[config.mk]
export PLATFORM = sky130hd
export DESIGN_NAME = ifd_decode
export DESIGN_NICKNAME = d
export VERILOG_FILES = /design/src/design/ifd_pkg.sv /design/src/design/ifd_decode.sv /design/src/design/ifd_quarter_seq.sv
export SDC_FILE = /design/constraint.sdc
export NUM_CORES = 1
export LEC_CHECK = 0
export ABC_CLOCK_PERIOD_IN_PS = 6500
export BUFFER_PORTS_ARGS = -buffer_cell sky130_fd_sc_hd__buf_4
export CAP_MARGIN = 20
export CELL_PAD_IN_SITES_DETAIL_PLACEMENT = 1
export CELL_PAD_IN_SITES_GLOBAL_PLACEMENT = 1
export CORE_ASPECT_RATIO = 0.6
export CORE_MARGIN = 2
export CORE_UTILIZATION = 41
export DETAILED_ROUTE_END_ITERATION = 16
export PLACE_DENSITY = 0.95
export SYNTH_ARGS = -nofsm -noshare
export SYNTH_HDL_FRONTEND = slang
export SYNTH_SLANG_ARGS = --single-unit
[constraint.sdc]
create_clock -name clock -period 6.5 [get_ports clock]
set_clock_uncertainty 0.05 [all_clocks]
set_input_delay 1.3 -clock clock [delete_from_list [all_inputs] [get_ports clock]]
set_output_delay 1.3 -clock clock [all_outputs]
set_load 0.01 [all_outputs]
[src/design/ifd_pkg.sv]
package ifd_pkg;

  // ****************************************
  // instruction cycle timing
  // ****************************************
  localparam int unsigned OSC_PER_CYCLE = 4;          // oscillator periods per cycle
  localparam logic [1:0] QTR_RESET = 2'h0;            // quarter after reset
  localparam logic [1:0] QTR_LAST = 2'(OSC_PER_CYCLE - 1); // quarter that closes a cycle
  localparam logic [1:0] CYC_ONE = 2'h1;              // plain single-word length
  localparam logic [1:0] CYC_TWO = 2'h2;              // two-word instruction length

  // ****************************************
  // field positions inside a program word
  // ****************************************
  localparam int TAG_MSB = 15;      // top nibble of a word
  localparam int TAG_LSB = 12;
  localparam int OPC_MSB = 15;      // opcode byte
  localparam int OPC_LSB = 8;
  localparam int DEST_BIT = 9;      // destination select
  localparam int ACC_BIT = 8;       // accessed-memory select
  localparam int FILE_MSB = 7;      // file register address
  localparam int FILE_LSB = 0;
  localparam int BITN_MSB = 11;     // bit number
  localparam int BITN_LSB = 9;
  localparam int LIT_MSB = 7;       // literal byte
  localparam int LIT_LSB = 0;
  localparam int PTR_MSB = 5;       // indirect pointer select
  localparam int PTR_LSB = 4;
  localparam int LITHI_MSB = 3;     // upper literal nibble of pointer load
  localparam int LITHI_LSB = 0;
  localparam int FAST_CALL_BIT = 8; // fast mode in a call
  localparam int FAST_RET_BIT = 0;  // fast mode in a return
  localparam int TBL_MSB = 1;       // table pointer mode
  localparam int TBL_LSB = 0;
  localparam int WIDE_MSB = 11;     // 12-bit field of a second word
  localparam int WIDE_LSB = 0;
  localparam int BRA_MSB = 10;      // long relative offset
  localparam int SBR_MSB = 7;       // short relative offset

  localparam logic [3:0] SECOND_TAG = 4'hf;           // top nibble of every second word
  localparam logic [15:0] WORD_NOP = 16'h0000;        // plain no_operation word

  // ****************************************
  // types
  // ****************************************
  typedef enum logic [2:0] {
    CLS_NOP = 3'h0,
    CLS_BYTE = 3'h1,
    CLS_BIT = 3'h2,
    CLS_LIT = 3'h3,
    CLS_CTRL = 3'h4
  } ifd_class_type;

  typedef enum logic [0:0] {
    ST_SINGLE = 1'h0,
    ST_SECOND = 1'h1
  } ifd_state_type;

  typedef struct packed {
    ifd_class_type cls;     // instruction category
    logic [7:0] opcode;     // opcode byte of first word
    logic two_word;         // instruction spans two words
    logic [11:0] file_addr; // file register / source address
    logic [11:0] dst_addr;  // destination address of a two-word move
    logic dest_file;        // 1: result to file register, 0: to accumulator
    logic use_bank;         // 1: bank_select_reg picks the bank
    logic [2:0] bit_num;    // bit affected
    logic [19:0] literal;   // literal value
    logic [1:0] ptr_sel;    // indirect_pointer_reg to load
    logic [19:0] prog_addr; // program address or relative offset
    logic fast;             // shadow register save/restore
    logic [1:0] tbl_mode;   // table pointer mode
    logic pc_change;        // always changes the program counter
    logic cond;             // conditional: extra cycle when true
    logic discard;          // word dropped by a flush cycle
    logic [1:0] cycles;     // base instruction cycles
  } ifd_dec_type;

endpackage : ifd_pkg

[src/design/ifd_decode.sv]
`timescale 1ns/1ps

module ifd_decode
  import ifd_pkg::*;
(
  input wire logic clock,             // oscillator clock
  input wire logic rst,               // async reset, active high
  input wire logic [15:0] instr_word, // word from program memory
  input wire logic cond_true,         // execute unit: test of current instr true
  output logic [1:0] phase_ff,        // oscillator quarter
  output logic fetch_ff,              // pulse: fetch next word
  output logic issue_ff,              // pulse: dec_ff holds a new decode
  output ifd_dec_type dec_ff,         // decoded instruction
  output logic wr_accum_ff            // result goes to working_accumulator
);

  // ****************************************
  // decode helpers
  // ****************************************
  function automatic logic is_first_of_two(input logic [15:0] w);
    logic r;
    r = 1'b0;
    casez (w[OPC_MSB:OPC_LSB])
      8'b1100_????: r = 1'b1; // file to file move
      8'b1110_1110: r = 1'b1; // pointer load
      8'b1110_1111: r = 1'b1; // absolute jump
      8'b1110_110?: r = 1'b1; // call
      default: r = 1'b0;
    endcase
    return r;
  endfunction : is_first_of_two

  function automatic ifd_dec_type dec_first(input logic [15:0] w);
    ifd_dec_type d;
    d = '0;
    d.opcode = w[OPC_MSB:OPC_LSB];
    d.cycles = CYC_ONE;
    d.file_addr = {4'h0, w[FILE_MSB:FILE_LSB]};
    d.dest_file = w[DEST_BIT];
    d.use_bank = w[ACC_BIT];
    d.bit_num = w[BITN_MSB:BITN_LSB];
    d.literal = {12'h000, w[LIT_MSB:LIT_LSB]};
    d.cls = CLS_BYTE;
    priority casez (w[OPC_MSB:OPC_LSB])
      8'b0000_0000:
      begin
        // control with mode or no operand
        d.cls = (w == WORD_NOP) ? CLS_NOP : CLS_CTRL;
        d.tbl_mode = w[TBL_MSB:TBL_LSB];
        d.fast = (w[7:1] == 7'h08) || (w[7:1] == 7'h09) ? w[FAST_RET_BIT] : 1'b0;
        d.pc_change = (w[7:1] == 7'h08) || (w[7:1] == 7'h09);
      end
      8'b0000_0001, 8'b0000_1???:
      begin
        d.cls = CLS_LIT;
      end
      8'b1111_????:
      begin
        d.cls = CLS_NOP;
      end
      8'b1100_????:
      begin
        d.two_word = 1'b1;
        d.file_addr = w[WIDE_MSB:WIDE_LSB];
      end
      8'b1110_1110:
      begin
        d.cls = CLS_LIT;
        d.two_word = 1'b1;
        d.ptr_sel = w[PTR_MSB:PTR_LSB];
        d.literal = {8'h00, w[LITHI_MSB:LITHI_LSB], 8'h00};
      end
      8'b1110_1111:
      begin
        d.cls = CLS_CTRL;
        d.two_word = 1'b1;
        d.pc_change = 1'b1;
        d.prog_addr = {12'h000, w[7:0]};
      end
      8'b1110_110?:
      begin
        // fast call saves into shadow registers
        d.cls = CLS_CTRL;
        d.two_word = 1'b1;
        d.pc_change = 1'b1;
        d.fast = w[FAST_CALL_BIT];
        d.prog_addr = {12'h000, w[7:0]};
      end
      8'b1110_0???:
      begin
        d.cls = CLS_CTRL;
        d.cond = 1'b1;
        d.prog_addr = {{12{w[SBR_MSB]}}, w[SBR_MSB:0]};
      end
      8'b1101_????:
      begin
        d.cls = CLS_CTRL;
        d.pc_change = 1'b1;
        d.prog_addr = {{9{w[BRA_MSB]}}, w[BRA_MSB:0]};
      end
      8'b0111_????, 8'b100?_????:
      begin
        d.cls = CLS_BIT;
      end
      8'b101?_????:
      begin
        // bit test and skip
        d.cls = CLS_BIT;
        d.cond = 1'b1;
      end
      8'b0010_11??, 8'b0011_11??, 8'b0100_1???, 8'b0110_0???:
      begin
        // byte test and skip
        d.cond = 1'b1;
      end
      default:
      begin
        d.cls = CLS_BYTE;
      end
    endcase
    if (d.two_word)
    begin
      d.cycles = CYC_TWO;
    end
    return d;
  endfunction : dec_first

  function automatic ifd_dec_type dec_second(input ifd_dec_type f, input logic [15:0] w);
    ifd_dec_type d;
    d = f;
    d.dst_addr = w[WIDE_MSB:WIDE_LSB];
    if (f.cls == CLS_LIT)
    begin
      d.literal[7:0] = w[LIT_MSB:LIT_LSB];
    end
    if (f.cls == CLS_CTRL)
    begin
      d.prog_addr[19:8] = w[WIDE_MSB:WIDE_LSB];
    end
    return d;
  endfunction : dec_second

  // ****************************************
  // quarter sequencing
  // ****************************************
  logic cycle_end;
  logic discard_now;
  logic pend_pc_ff;
  logic pend_cond_ff;
  ifd_state_type st_ff;
  ifd_state_type nxt_st;
  ifd_dec_type nxt_dec;
  ifd_dec_type nop_dec;

  ifd_quarter_seq u_quarter (
    .clock(clock),
    .rst(rst),
    .phase_ff(phase_ff)
  );

  assign cycle_end = (phase_ff == QTR_LAST);

  // extra cycle when a single-word instr changed pc or test true
  assign discard_now = pend_pc_ff || (pend_cond_ff && cond_true);

  // ****************************************
  // next decode
  // ****************************************
  always_comb
  begin
    nop_dec = '0;
    nop_dec.cls = CLS_NOP;
    nop_dec.cycles = CYC_ONE;
    nop_dec.discard = 1'b1;
    nxt_st = st_ff;
    nxt_dec = dec_ff;
    unique case (st_ff)
      ST_SINGLE:
      begin
        if (discard_now)
        begin
          nxt_dec = nop_dec;
        end
        else
        begin
          nxt_dec = dec_first(instr_word);
          if (is_first_of_two(instr_word))
          begin
            nxt_st = ST_SECOND;
          end
        end
      end
      ST_SECOND:
      begin
        nxt_dec = dec_second(dec_ff, instr_word);
        nxt_st = ST_SINGLE;
      end
    endcase
  end

  // state and decode register
  always_ff @(posedge clock or posedge rst)
  begin
    if (rst)
    begin
      st_ff <= ST_SINGLE;
      dec_ff <= '0;
      wr_accum_ff <= 1'b0;
    end
    else if (cycle_end)
    begin
      st_ff <= nxt_st;
      dec_ff <= nxt_dec;
      wr_accum_ff <= (nxt_dec.cls == CLS_BYTE) && !nxt_dec.dest_file && !nxt_dec.two_word;
    end
  end

  // flush bookkeeping for the next cycle
  always_ff @(posedge clock or posedge rst)
  begin
    if (rst)
    begin
      pend_pc_ff <= 1'b0;
      pend_cond_ff <= 1'b0;
    end
    else if (cycle_end)
    begin
      pend_pc_ff <= (st_ff == ST_SINGLE) && !discard_now && nxt_dec.pc_change
        && !nxt_dec.two_word;
      pend_cond_ff <= (st_ff == ST_SINGLE) && !discard_now && nxt_dec.cond;
    end
  end

  // fetch and issue strobes
  always_ff @(posedge clock or posedge rst)
  begin
    if (rst)
    begin
      fetch_ff <= 1'b0;
      issue_ff <= 1'b0;
    end
    else
    begin
      fetch_ff <= cycle_end;
      issue_ff <= cycle_end;
    end
  end

  // ****************************************
  // checks
  // ****************************************
  a_quarter_wrap: assert property (@(posedge clock) disable iff (rst)
    issue_ff |-> ##1 !issue_ff [*3] ##1 issue_ff)
    else $error("issue spacing is not four clocks");
  a_second_word_nop: assert property (@(posedge clock) disable iff (rst)
    (cycle_end && st_ff == ST_SINGLE && !discard_now && instr_word[TAG_MSB:TAG_LSB] == SECOND_TAG)
    |=> dec_ff.cls == CLS_NOP)
    else $error("lone second word did not decode as no_operation");
  a_two_word_len: assert property (@(posedge clock) disable iff (rst)
    (cycle_end && st_ff == ST_SINGLE && !discard_now && is_first_of_two(instr_word))
    |=> st_ff == ST_SECOND ##4 (st_ff == ST_SINGLE && dec_ff.cycles == CYC_TWO))
    else $error("two-word instruction did not span two cycles");
  a_dest_select: assert property (@(posedge clock) disable iff (rst)
    (issue_ff && dec_ff.cls == CLS_BYTE && !dec_ff.two_word)
    |-> wr_accum_ff == !$past(instr_word[DEST_BIT]))
    else $error("destination select not honoured");
  a_bank_select: assert property (@(posedge clock) disable iff (rst)
    (issue_ff && dec_ff.cls inside {CLS_BYTE, CLS_BIT} && !dec_ff.two_word)
    |-> dec_ff.use_bank == $past(instr_word[ACC_BIT]))
    else $error("memory select not honoured");
  a_bit_number: assert property (@(posedge clock) disable iff (rst)
    (issue_ff && dec_ff.cls == CLS_BIT)
    |-> dec_ff.bit_num == $past(instr_word[BITN_MSB:BITN_LSB])
      && dec_ff.file_addr[7:0] == $past(instr_word[FILE_MSB:FILE_LSB]))
    else $error("bit operand fields wrong");
  a_byte_fields: assert property (@(posedge clock) disable iff (rst)
    (issue_ff && dec_ff.cls == CLS_BYTE && !dec_ff.two_word)
    |-> dec_ff.file_addr[7:0] == $past(instr_word[FILE_MSB:FILE_LSB])
      && dec_ff.opcode == $past(instr_word[OPC_MSB:OPC_LSB]))
    else $error("byte operand fields wrong");
  a_literal_field: assert property (@(posedge clock) disable iff (rst)
    (issue_ff && dec_ff.cls == CLS_LIT && !dec_ff.two_word)
    |-> dec_ff.literal[7:0] == $past(instr_word[LIT_MSB:LIT_LSB]))
    else $error("literal operand wrong");
  a_flush_cycle: assert property (@(posedge clock) disable iff (rst)
    (issue_ff && dec_ff.pc_change && !dec_ff.two_word && !dec_ff.discard)
    |-> ##4 (dec_ff.cls == CLS_NOP && dec_ff.discard))
    else $error("word after pc change was not discarded");

  a_cond_flush: assert property (@(posedge clock) disable iff (rst)
    (cycle_end && pend_cond_ff && !pend_pc_ff && !cond_true && st_ff == ST_SINGLE)
    |=> !dec_ff.discard)
    else $error("false test added a cycle");

  a_fast_ctrl: assert property (@(posedge clock) disable iff (rst)
    (issue_ff && dec_ff.fast) |-> dec_ff.cls == CLS_CTRL)
    else $error("fast mode outside call or return");

  a_call_addr: assert property (@(posedge clock) disable iff (rst)
    (cycle_end && st_ff == ST_SECOND && dec_ff.cls == CLS_CTRL)
    |=> dec_ff.prog_addr[19:8] == $past(instr_word[WIDE_MSB:WIDE_LSB]))
    else $error("second word address not joined");

endmodule : ifd_decode

[src/design/ifd_quarter_seq.sv]
`timescale 1ns/1ps

// ****************************************
// oscillator quarter counter
// ****************************************
module ifd_quarter_seq
  import ifd_pkg::*;
(
  input wire logic clock,      // oscillator clock
  input wire logic rst,        // async reset, active high
  output logic [1:0] phase_ff  // current quarter of the cycle
);

  // four quarters then wrap
  always_ff @(posedge clock or posedge rst)
  begin
    if (rst)
    begin
      phase_ff <= QTR_RESET;
    end
    else if (phase_ff == QTR_LAST)
    begin
      phase_ff <= QTR_RESET;
    end
    else
    begin
      phase_ff <= phase_ff + 2'h1;
    end
  end

endmodule : ifd_quarter_seq

; After elaboration in Yosys (flattened, before gate mapping)
; Cells that the tools add are included.
[totals]
input_bits = 19
register_bits = 98
out_inout_bits = 96
[op_classes]
n_mux = 22
bitwise = 1
add_sub_neg = 1
n_eq_ne = 24
reduce_logical = 24
[op_table]
columns = cell, count
row1 = 91-bit case mux with 2 select lines, 1
row2 = 91-bit 2-to-1 mux, 1
row3 = 20-bit case mux with 3 select lines, 1
row4 = 12-bit 2-to-1 mux, 2
row5 = 8-bit == test (second input constant), 2
row6 = 16-bit logical NOT, 1
row7 = 3-bit case mux with 5 select lines, 1
row8 = 7-bit by 4-bit == test with 1-bit output (second input constant), 2
row9 = 14-bit 2-to-1 mux, 1
row10 = 4-bit == test (second input constant), 3
row11 = 6-bit by 4-bit == test with 1-bit output (second input constant), 2
row12 = 5-bit by 4-bit == test with 1-bit output (second input constant), 2
row13 = 3-bit == test (second input constant), 3
row14 = 3-bit OR reduction, 3
row15 = 8-bit by 1-bit == test with 1-bit output (second input constant), 1
row16 = 8-bit logical NOT, 1
row17 = 8-bit 2-to-1 mux, 1
row18 = 4-bit OR reduction, 2
row19 = 7-bit == test (second input constant), 1
row20 = 1-bit logical AND, 7
row21 = 1-bit 2-to-1 mux, 7
row22 = 2-bit 2-to-1 mux, 3
row23 = 1-bit case mux with 2 select lines, 3
row24 = 2-bit AND reduction, 3
row25 = other kinds (14), 18

; Longest topological paths before layout
; Gate-level depths: netlist of the first run.
[logic_depth]
word_depth = 11
ltp_mapped = 7
ltp_nobuf = 6

; Modules after synthesis
; A second synthesis of the first run with hierarchy kept.
[unflattened]
hier_cells = 346
hier_area_um2 = 3739.8
[by_module_without_submodules]
columns = module, cells_each, seq_area_each_um2, instances, area_each_um2
row1 = ifd_decode, 341, 2102.0, 1, 3669.8
row2 = ifd_quarter_seq, 5, 50.0, 1, 70.1

; Least setup slack after synthesis of the first run
; No wires, ideal clock.
[synth_path]
path_type = input to register
startpoint = in instr_word[8]
endpoint = reg dec_ff[30] in the netlist's numbering
slack_ps = 3774
stages = 7
t_arrival_ps = 2555
setup_time_ps = 121
path_buffers = 2
cell_sequence = buf_6 -> nand2b_4 -> or4_4 -> buf_6 -> a21oi_4 -> nor2_2 -> a22o_1
[synth_between]
elab_chain_cells = 4
[synth_rtl]
columns = item, line
row1 = start: declaration, ifd_decode.sv:8  ; input wire logic [15:0] instr_word,
row2 = 8-bit == test, ifd_decode.sv:44  ; priority casez (w[OPC_MSB:OPC_LSB])
row3 = 14-bit 2-to-1 mux, ifd_decode.sv:44
row4 = 91-bit 2-to-1 mux, ifd_decode.sv:180  ; if (discard_now)
row5 = 91-bit case mux with 2 select lines, ifd_decode.sv:177  ; unique case (st_ff)
row6 = end signal: assignment, ifd_decode.sv:213  ; dec_ff <= nxt_dec;
row7 = end: declaration, ifd_decode.sv:13  ; output ifd_dec_type dec_ff,
; Every way passes these cells. The select of a mux whose other input is x is not followed.
; A chain may end at the register's enable or synchronous reset.

; Final worst setup path of the first run
[layout_path]
startpoint = reg u_quarter.phase_ff[0]
endpoint = reg dec_ff[78] in the netlist's numbering
[layout_between]
elab_chain_cells = 2
[layout_rtl]
columns = item, line
row1 = start: declaration, ifd_quarter_seq.sv:11  ; output logic [1:0] phase_ff
row2 = start signal: assignment, ifd_quarter_seq.sv:27  ; phase_ff <= phase_ff + 2'h1;
row3 = 2-bit == test, ifd_decode.sv:161  ; assign cycle_end = (phase_ff == QTR_LAST);
row4 = via cycle_end, ifd_decode.sv:146  ; logic cycle_end;
row5 = 2-bit AND reduction (no line), n/a
; The timed path passes the listed nets, and every way through them passes these cells.

==> qor.yml, run 1 <==
post_cts_buffers: 0
cp_slowest_cell: "nor2_2"
drive_gt1_share_pct: 29.7
ant_nets: 0
final_util_pct: 53.9
grt_remaining_overflow: 0
drv_slew: 0
critical_path.cell_chain: "ha_1 > inv_1 > nor2_2 > nand2_1 > nor3_1 > a22o_1"
worstSkewPairLatency_ns: 0.34
place_hpwl_um: 8210
setup_viol: 0
grt_max_degree: 87
vdd_ir_drop_max_uv: 155
place_area_mm2: 0.00453
power_density_mw_per_mm2: 258
synthCells: 378
cp_data_arrival_time_ns: 3.13
cts.sinks: 86
io_pins: 115
synth_edf_count: 0
area_delta_synth_final_pct: 29.3
layout_min_cycle_time_ns: 2.91
required_ns: 6.73
fin_ws_ns: 3.59
drt-vias-per-instance: 5.50
critPathBufInv: 1
ys_types: 50
fp-row-count: 27
async_flop_share_pct: 100
clockPowerShare_pct: 40.2
cpPeakStageDelay_ns: 0.56
final_hold_viol_count: 0
p_int_mw: 0.916
mostFrequentLayoutCell: "buf_4"
endpoint_kind: "register"
first_pass_iters: 4
synth_area_mm2: 0.00377
cts-hold-fix-buffers: 0
first_global_vias: 3368
start_util_pct: 41.6
gp_congestion: 0.936
cp_max_fo: 24
period_share_pct: 44.7
pre_cts_slack_ns: 3.09
htreeDepth: 3
startpoint_type: "register"
status: "completed"
pwr-share-comb_pct: 12.8
setup_tns_ns: 0
drtIter0Drc: 326
switching_share_pct: 27.2
switching_power_mw: 0.342
timing_worst_setup_path_type: "register to register"
cts_root_buf: "clkbuf_16"
hold_ws_ns: 0.433
die-area_mm2: 0.0100
fp.dieW_um: 128
ys_ff_latch: 86
layout.nets: 489
drc: 0
drv_cap: 0
final_cell_mix: "buf_4, dfrtp_1, nand2_1, o21ai_0, nor2_1"
die_height_um: 78.3
rsz0062_at_grt: "no"
ys_seq_area_share_pct: 57.1
worst_slew_pin_slew_ns: 0.940
antenna_found_initial: 0
fmax_mhz: 344
vias: 3245
power.static_leakage_nw: 2.43
core-area_mm2: 0.00905
antennaDiodeCount: 0
post_cts_resize_count: 0
grt_pass1_wl_um: 18400
numCtsBuffers: 9
wire_per_inst_um: 19.7
crit_family: "simple AND/OR/NAND/NOR gates"
synth_area_per_cell_um2: 9.97
synth-main-ff-cell: "dfrtp_1"
wl_um: 11600
grt_use_total_pct: 24.3
slew_headroom_pct: 37.3
path_clk_slew_ns: 0.07
cts_max_path_buffers: 2
cts_tree: "done"
io_buffers: 106
min_path_type: "register to register"
design_area_mm2: 0.00488
share_seq_of_total_power_pct: 47.1
synth_warnings: 0
==> sequential cells by signal (all words and copies together), names as in the netlist <==
| name | flops |
|---|---|
| pend_pc_ff | 1 |
| issue_ff | 1 |
| wr_accum_ff | 1 |
| dec_ff | 79 |
| st_ff | 1 |
| u_quarter.phase_ff | 2 |
| pend_cond_ff | 1 |
==> final cells by class <==
class | count | area [um^2]
clock buffer | 10 | 239
clock inverter | 6 | 52.6
fill | 1006 | 4180
inverter | 6 | 23.8
multi-input combinational | 255 | 1400
sequential | 86 | 2150
tap | 116 | 145
timing repair buffer | 111 | 866
==> final timing paths <==
check                      slack, ns             startpoint               endpoint  depth (start not counted)
max                             3.59  u_quarter.phase_ff[0]             dec_ff[78]                          6
min                             0.43  u_quarter.phase_ff[0]  u_quarter.phase_ff[0]                          1
max reg2reg                     3.59  u_quarter.phase_ff[0]             dec_ff[78]                          6
min reg2reg                     0.43  u_quarter.phase_ff[0]  u_quarter.phase_ff[0]                          1
max in group asynchronous       4.90                    rst             dec_ff[78]                          4
min in group asynchronous       0.89                    rst             dec_ff[70]                          3
==> routing by layer <==
layer,share of wire [%],vias to the layer above,routed length (um),global-route usage (%)
met5,0,-,0,0
met3,7.8,14,909,8.11
met4,1.3,0,153,6.70
li1,-,1458,-,-
met2,45,137,5210,37.5
met1,46,1636,5360,32.9
==> power by group through the flow <==
stage | Sequential, mW | Clock (mW) | Combinational (mW)
after floorplan | 0.607 | 0 | 0.0724
after global placement | 0.599 | 0 | 0.152
after detailed placement | 0.601 | 0 | 0.159
after CTS | 0.591 | 0.516 | 0.159
after global routing | 0.596 | 0.539 | 0.176
final | 0.592 | 0.505 | 0.161
==> Yosys cell counts (all sizes together), types with 5 or more instances <==
| master | n | area (um^2) |
|---|---|---|
| dfrtp | 86 | 2150 |
| nand2 | 79 | 307 |
| o21ai | 44 | 220 |
| buf | 23 | 170 |
| nor2 | 22 | 87.6 |
| a21oi | 19 | 106 |
| a22o | 15 | 131 |
| clkbuf | 15 | 56.3 |
| a21o | 9 | 67.6 |
| o31ai | 7 | 52.6 |
| inv | 6 | 22.5 |
| nand2b | 5 | 46.3 |
| nand3 | 5 | 25.0 |
| nor3 | 5 | 25.0 |
| nor3b | 5 | 37.5 |
==> kinds of logic (layout without fill, tap and decap cells) <==
group | after synthesis | in the layout | share of synthesized area (%)
AND/OR/NAND/NOR | 140 | 140 | 17.8
AO/OA/AOI/OAI | 105 | 105 | 17.9
flip-flops | 86 | 86 | 57.1
buffers and inverters | 44 | 133 | 6.60
adder cells (fa/ha/maj) | 1 | 1 | 0.332
other | 1 | 8 | 0.0995
XOR/XNOR | 1 | 1 | 0.232
==> metrics by stage <==
stage / std cells / power, mW
final: 590 / 1.26
after global routing: 590 / 1.31
after CTS: 587 / 1.27
after detailed placement: 571 / 0.760
after global placement: 571 / 0.751
after floorplan: 385 / 0.679
Power figures use the tool's default switching activity.
==> inputs of run 2 (changes only) <==
--- a/config.mk
+++ b/config.mk
@@ -5,16 +5,16 @@
 export SDC_FILE = /design/constraint.sdc
 export NUM_CORES = 1
 export LEC_CHECK = 0
-export ABC_CLOCK_PERIOD_IN_PS = 6500
+export ABC_CLOCK_PERIOD_IN_PS = 2700
 export BUFFER_PORTS_ARGS = -buffer_cell sky130_fd_sc_hd__buf_4
 export CAP_MARGIN = 20
 export CELL_PAD_IN_SITES_DETAIL_PLACEMENT = 1
 export CELL_PAD_IN_SITES_GLOBAL_PLACEMENT = 1
 export CORE_ASPECT_RATIO = 0.6
 export CORE_MARGIN = 2
-export CORE_UTILIZATION = 41
+export CORE_UTILIZATION = 38
 export DETAILED_ROUTE_END_ITERATION = 16
-export PLACE_DENSITY = 0.95
+export PLACE_DENSITY = 0.9
 export SYNTH_ARGS = -nofsm -noshare
 export SYNTH_HDL_FRONTEND = slang
 export SYNTH_SLANG_ARGS = --single-unit
==> constraint.sdc (replaced) <==
create_clock -name clock -period 2.7 [get_ports clock]
set_clock_uncertainty 0.05 [all_clocks]
set_input_delay 0.54 -clock clock [delete_from_list [all_inputs] [get_ports clock]]
set_output_delay 0.54 -clock clock [all_outputs]
set_load 0.01 [all_outputs]
==> qor.yml, run 2 (synthesis gave the netlist of run 1 again) <==
period_share_pct: 71.6
setup_viol: 0  # unchanged
die_height_um: 81.2  # +3.7%
cts_max_path_buffers: 2  # unchanged
cts_root_buf: "clkbuf_16"
drv_cap: 0  # unchanged
r2r_end: "dec_ff[19]"
cp-startpoint: "instr_word[13]"
power.static_leakage_nw: 2.47  # +1.6%
drv_slew: 0  # unchanged
reg.largest.list: "dec_ff x79, u_quarter.phase_ff x2"
layout.nets: 493  # +0.82%
grt_use_total_pct: 22.7  # -1.6 points
layout_min_cycle_time_ns: 1.93
gp_congestion: 0.839  # -10%
area_delta_synth_final_pct: 31.8
first_global_vias: 3351  # -0.50%
cts-hold-fix-buffers: 0  # unchanged
ant_nets: 0  # unchanged
grt_max_degree: 66  # -24%
power_density_mw_per_mm2: 656  # +150%
path_clk_slew_ns: 0.07  # about the same
wire_per_inst_um: 18.9  # -3.9%
cts.sinks: 86  # unchanged
grt_pass1_wl_um: 18600  # +1.2%
fp-row-count: 28  # +3.7%
drtIter0Drc: 152  # -53%
largest_register_ffs: 79  # unchanged
final_cell_mix: "buf_4, dfrtp_1, nand2_1, o21ai_0, nor2_1"
vdd_ir_drop_max_uv: 293  # +89%
place_hpwl_um: 8510  # +3.6%
fmax_mhz: 517
fillCellCount: 1115  # +11%
min_path_type: "primary input to async pin"
cts_tree: "done"
startpoint_type: "primary input"
setup_tns_ns: 0  # unchanged
required_ns: 2.90  # -3.83 ns
slew_headroom_pct: 54.5  # +17 points
die-area_mm2: 0.0108  # +7.6%
cp_data_arrival_time_ns: 2.13  # -1.00 ns
grt_remaining_overflow: 0  # unchanged
rsz0062_at_grt: "no"
hold_ws_ns: 0.173  # -0.260 ns
status: "completed"
drive_gt1_share_pct: 30.1  # +0.38 points
mostFrequentLayoutCell: "buf_4"
final_hold_viol_count: 0  # unchanged
worst-r2r-setup-slack_ns: 0.84  # -2.75 ns
drc: 0  # unchanged
post_cts_resize_count: 0  # unchanged
first_pass_iters: 4  # unchanged
antennaDiodeCount: 0  # unchanged
fp.dieW_um: 133  # +3.8%
worstSkewPairLatency_ns: 0.34  # about the same
timing_worst_setup_path_type: "primary input to register"
io_pins: 115  # unchanged
post_cts_buffers: 0  # unchanged
core-area_mm2: 0.00974  # +7.6%
start_util_pct: 38.7  # -2.9 points
htreeDepth: 3  # unchanged
wl_um: 11600  # -0.15%
worst_slew_pin_slew_ns: 0.676  # -0.264 ns
cp_max_fo: 13  # -46%
total_power_mw: 3.26  # +160%
regToRegStartpoint: "u_quarter.phase_ff[0]"
antenna_found_initial: 0  # unchanged
io_buffers: 106  # unchanged
endpoint_kind: "register"
numCtsBuffers: 9  # unchanged
top_register: "dec_ff"
vias: 3230  # -0.46%
reg2regPathDepth: 6  # unchanged
drt-vias-per-instance: 5.27  # -4.2%
-- run 2: layer usage --
layer,track usage [%],part of all wire (%)
met1,31.5,48
met2,35.9,45
met3,7.68,6.9
met4,2.58,0.28
met5,0,0
-- run 2: how the worst max path moves through the flow --
stage | to | slack (ns)
2_1_floorplan | dec_ff[30] | 0.73
3_3_place_gp | wr_accum_ff | 0.53
3_5_place_dp | dec_ff[15] | 0.43
4_1_cts | dec_ff[15] | 0.79
5_1_grt | dec_ff[15] | 0.70
6_report | dec_ff[15] | 0.77
-- run 2: cell type report --
| cell class | instances | area (um^2) | share of cell area (%) |
|---|---|---|---|
| Multi-Input combinational cell | 255 | 1400 | 28.1 |
| Sequential cell | 86 | 2150 | 43.3 |
| Tap cell | 135 | 169 | 3.40 |
| Clock buffer | 10 | 229 | 4.61 |
| Clock inverter | 6 | 119 | 2.39 |
| Inverter | 6 | 26.3 | 0.529 |
| Timing Repair Buffer | 115 | 876 | 17.6 |
-- run 2: per-stage QoR --
stage / std cells / util [%] / area [um^2] / worst slack, ns
floorplan: 385 / - / 3800 / 0.734
global placement: 597 / 47.4 / 4620 / 0.527
detailed placement: 597 / 47.4 / 4620 / 0.427
CTS: 613 / 51.0 / 4970 / 0.786
global route: 613 / 51.0 / 4970 / 0.695
finish: 613 / 51.0 / 4970 / 0.768
-- run 2: worst max-delay path, cell delays in order --
cell     delay (ns)
buf_4          0.16
and2b_1        0.31
a211o_1        0.17
nand4_1        0.29
or2_2          0.44
o21ai_0        0.22
-- run 2: power breakdown --
part	switching [mW]	internal [mW]
clock network	0.539	0.915
logic	0.207	0.177
registers	0.0604	1.36
total	0.806	2.45
==> inputs of run 3 (changes only) <==
--- a/config.mk
+++ b/config.mk
@@ -5,16 +5,16 @@
 export SDC_FILE = /design/constraint.sdc
 export NUM_CORES = 1
 export LEC_CHECK = 0
-export ABC_CLOCK_PERIOD_IN_PS = 2700
+export ABC_CLOCK_PERIOD_IN_PS = 1600
 export BUFFER_PORTS_ARGS = -buffer_cell sky130_fd_sc_hd__buf_4
 export CAP_MARGIN = 20
 export CELL_PAD_IN_SITES_DETAIL_PLACEMENT = 1
 export CELL_PAD_IN_SITES_GLOBAL_PLACEMENT = 1
 export CORE_ASPECT_RATIO = 0.6
 export CORE_MARGIN = 2
-export CORE_UTILIZATION = 38
+export CORE_UTILIZATION = 35
 export DETAILED_ROUTE_END_ITERATION = 16
-export PLACE_DENSITY = 0.9
+export PLACE_DENSITY = 0.87
 export SYNTH_ARGS = -nofsm -noshare
 export SYNTH_HDL_FRONTEND = slang
 export SYNTH_SLANG_ARGS = --single-unit
==> constraint.sdc (replaced) <==
create_clock -name clock -period 1.6 [get_ports clock]
set_clock_uncertainty 0.05 [all_clocks]
set_input_delay 0.32 -clock clock [delete_from_list [all_inputs] [get_ports clock]]
set_output_delay 0.32 -clock clock [all_outputs]
set_load 0.01 [all_outputs]
==> qor.yml, run 3 (synthesis gave the netlist of run 1 again) <==
status: "completed"
area_delta_synth_final_pct: 41.1
largest_register_ffs: 79  # unchanged
start_util_pct: 35.8  # -2.9 points
power_density_mw_per_mm2: 1020  # +55%
drv_cap: 0  # unchanged
cpPeakStageDelay_ns: 0.53  # +0.09 ns
final_util_pct: 50.6  # -0.46 points
grt_max_degree: 87  # +32%
drc: 0  # unchanged
ant_nets: 0  # unchanged
antennaDiodeCount: 0  # unchanged
vias: 3335  # +3.3%
cts_root_buf: "clkbuf_16"
io_buffers: 106  # unchanged
die_height_um: 84.4  # +4.0%
cts_tree: "done"
wl_um: 12300  # +5.6%
io_pins: 115  # unchanged
finalNonFillerCells: 653  # +6.5%
final_hold_viol_count: 0  # unchanged
timing_worst_setup_path_type: "primary input to register"
first_global_vias: 3441  # +2.7%
grt_use_total_pct: 21.6  # -1.0 points
rsz0062_at_grt: "no"
place_hpwl_um: 9000  # +5.8%
fmax_mhz: 663
fin_ws_ns: 0.0908  # -0.677 ns
startpoint_type: "primary input"
power.static_leakage_nw: 2.65  # +7.5%
drive_gt1_share_pct: 36.6  # +6.5 points
htreeDepth: 3  # unchanged
grt_pass1_wl_um: 18900  # +1.3%
cts_max_path_buffers: 2  # unchanged
path_clk_slew_ns: 0.07  # about the same
drtIter0Drc: 105  # -31%
cp_slowest_cell: "or4_1"
critical_path.cell_chain: "buf_4 > or4_1 > o311ai_1 > a31oi_1 > o211a_1 > a2bb2oi_1"
numCtsBuffers: 9  # unchanged
endpoint_kind: "register"
seq_area_mm2: 0.00215  # unchanged
total_power_mw: 5.41  # +66%
cts-hold-fix-buffers: 0  # unchanged
multiInputGateArea_mm2: 0.00146  # +4.6%
fp-row-count: 29  # +3.6%
min_path_type: "primary input to async pin"
design_area_mm2: 0.00532  # +7.1%
drv_slew: 0  # unchanged
hold_ws_ns: 0.0512  # -0.122 ns
wire_per_inst_um: 18.8  # -0.82%
pre_cts_slack_ns: -0.285  # -0.712 ns
core-area_mm2: 0.0105  # +8.0%
worstSkewPairLatency_ns: 0.35  # about the same
cts.sinks: 86  # unchanged
post_cts_buffers: 0  # unchanged
top_register: "dec_ff"
layout_min_cycle_time_ns: 1.51
first_pass_iters: 4  # unchanged
dp_cells: 638  # +6.9%
antenna_found_initial: 0  # unchanged
grt_remaining_overflow: 0  # unchanged
mostFrequentLayoutCell: "buf_4"
reg.largest.list: "dec_ff x79, u_quarter.phase_ff x2"
fillCellCount: 1183  # +6.1%
period_share_pct: 94.3
setup_viol: 0  # unchanged
vdd_ir_drop_max_uv: 546  # +87%
critPathBufInv: 1  # unchanged
cp_max_fo: 4  # -9
layout.nets: 530  # +7.5%
drt-vias-per-instance: 5.11  # -3.1%
crit_family: "compound AO/OA/AOI/OAI gates"
gp_congestion: 0.898  # +7.1%
place_area_mm2: 0.00496  # +7.3%
post_cts_resize_count: 3  # +3
setup_tns_ns: 0  # unchanged
cp_data_arrival_time_ns: 1.69  # -0.44 ns
required_ns: 1.78  # -1.12 ns
final_cell_mix: "buf_4, dfrtp_1, nand2_1, o21ai_0, nor2_1"
fp.dieW_um: 138  # +4.1%
die-area_mm2: 0.0116  # +8.2%
[run 3: cell count changes in the layout (fill, tap and decap cells not counted), moves of 2 or more]
cell / delta
buf_12: +2
buf_4: +33
buf_6: +2
clkinv_4: -2
clkinvlp_4: +2
nor2_4: +2
nor3_1: -3
nor3_2: +2
o21ai_0: -3
o21ai_1: +3
[run 3: report_power, final]
group          internal, mW  total (mW)  switching [mW]
Clock                  1.37        2.28           0.904
Sequential             2.30        2.40           0.102
Combinational         0.352       0.730           0.378
Total                  4.03        5.41            1.38
[run 3: final cells by class]
class | count | share of cell area, %
multi-input cells | 255 | 27.5
flip-flops and latches | 86 | 40.5
repair buffers | 152 | 22.3
clock inverters | 6 | 1.79
clock buffers | 9 | 4.23
well taps | 139 | 3.27
inverters | 6 | 0.494
[run 3: worst reg2reg max path: stages, from the launching register on]
cell and delay [ns]:
dfrtp_1 0.43, ha_4 0.19, inv_1 0.11, nor2_4 0.11
buf_4 0.20, nand2_1 0.12, o21ai_0 0.20
[run 3: layer usage]
layer | part of all wire (%) | global-route usage (%) | up-vias
li1 | - | - | 1543
met1 | 45 | 29.2 | 1660
met2 | 46 | 34.0 | 121
met3 | 8.1 | 6.82 | 11
met4 | 0.81 | 5.19 | 0
met5 | 0 | 0 | -
[run 3: worst paths after layout]
check / start / to / slack (ns) / cells past startpoint
min in group clock: instr_word[11] / dec_ff[78] / 0.18 / 2
max in group asynchronous: rst / dec_ff[66] / 1.09 / 3
hold / removal: rst / dec_ff[10] / 0.05 / 3
setup / recovery: instr_word[8] / wr_accum_ff / 0.09 / 6
hold reg to reg: dec_ff[14] / dec_ff[14] / 0.43 / 2
setup reg to reg: u_quarter.phase_ff[0] / dec_ff[29] / 0.10 / 6
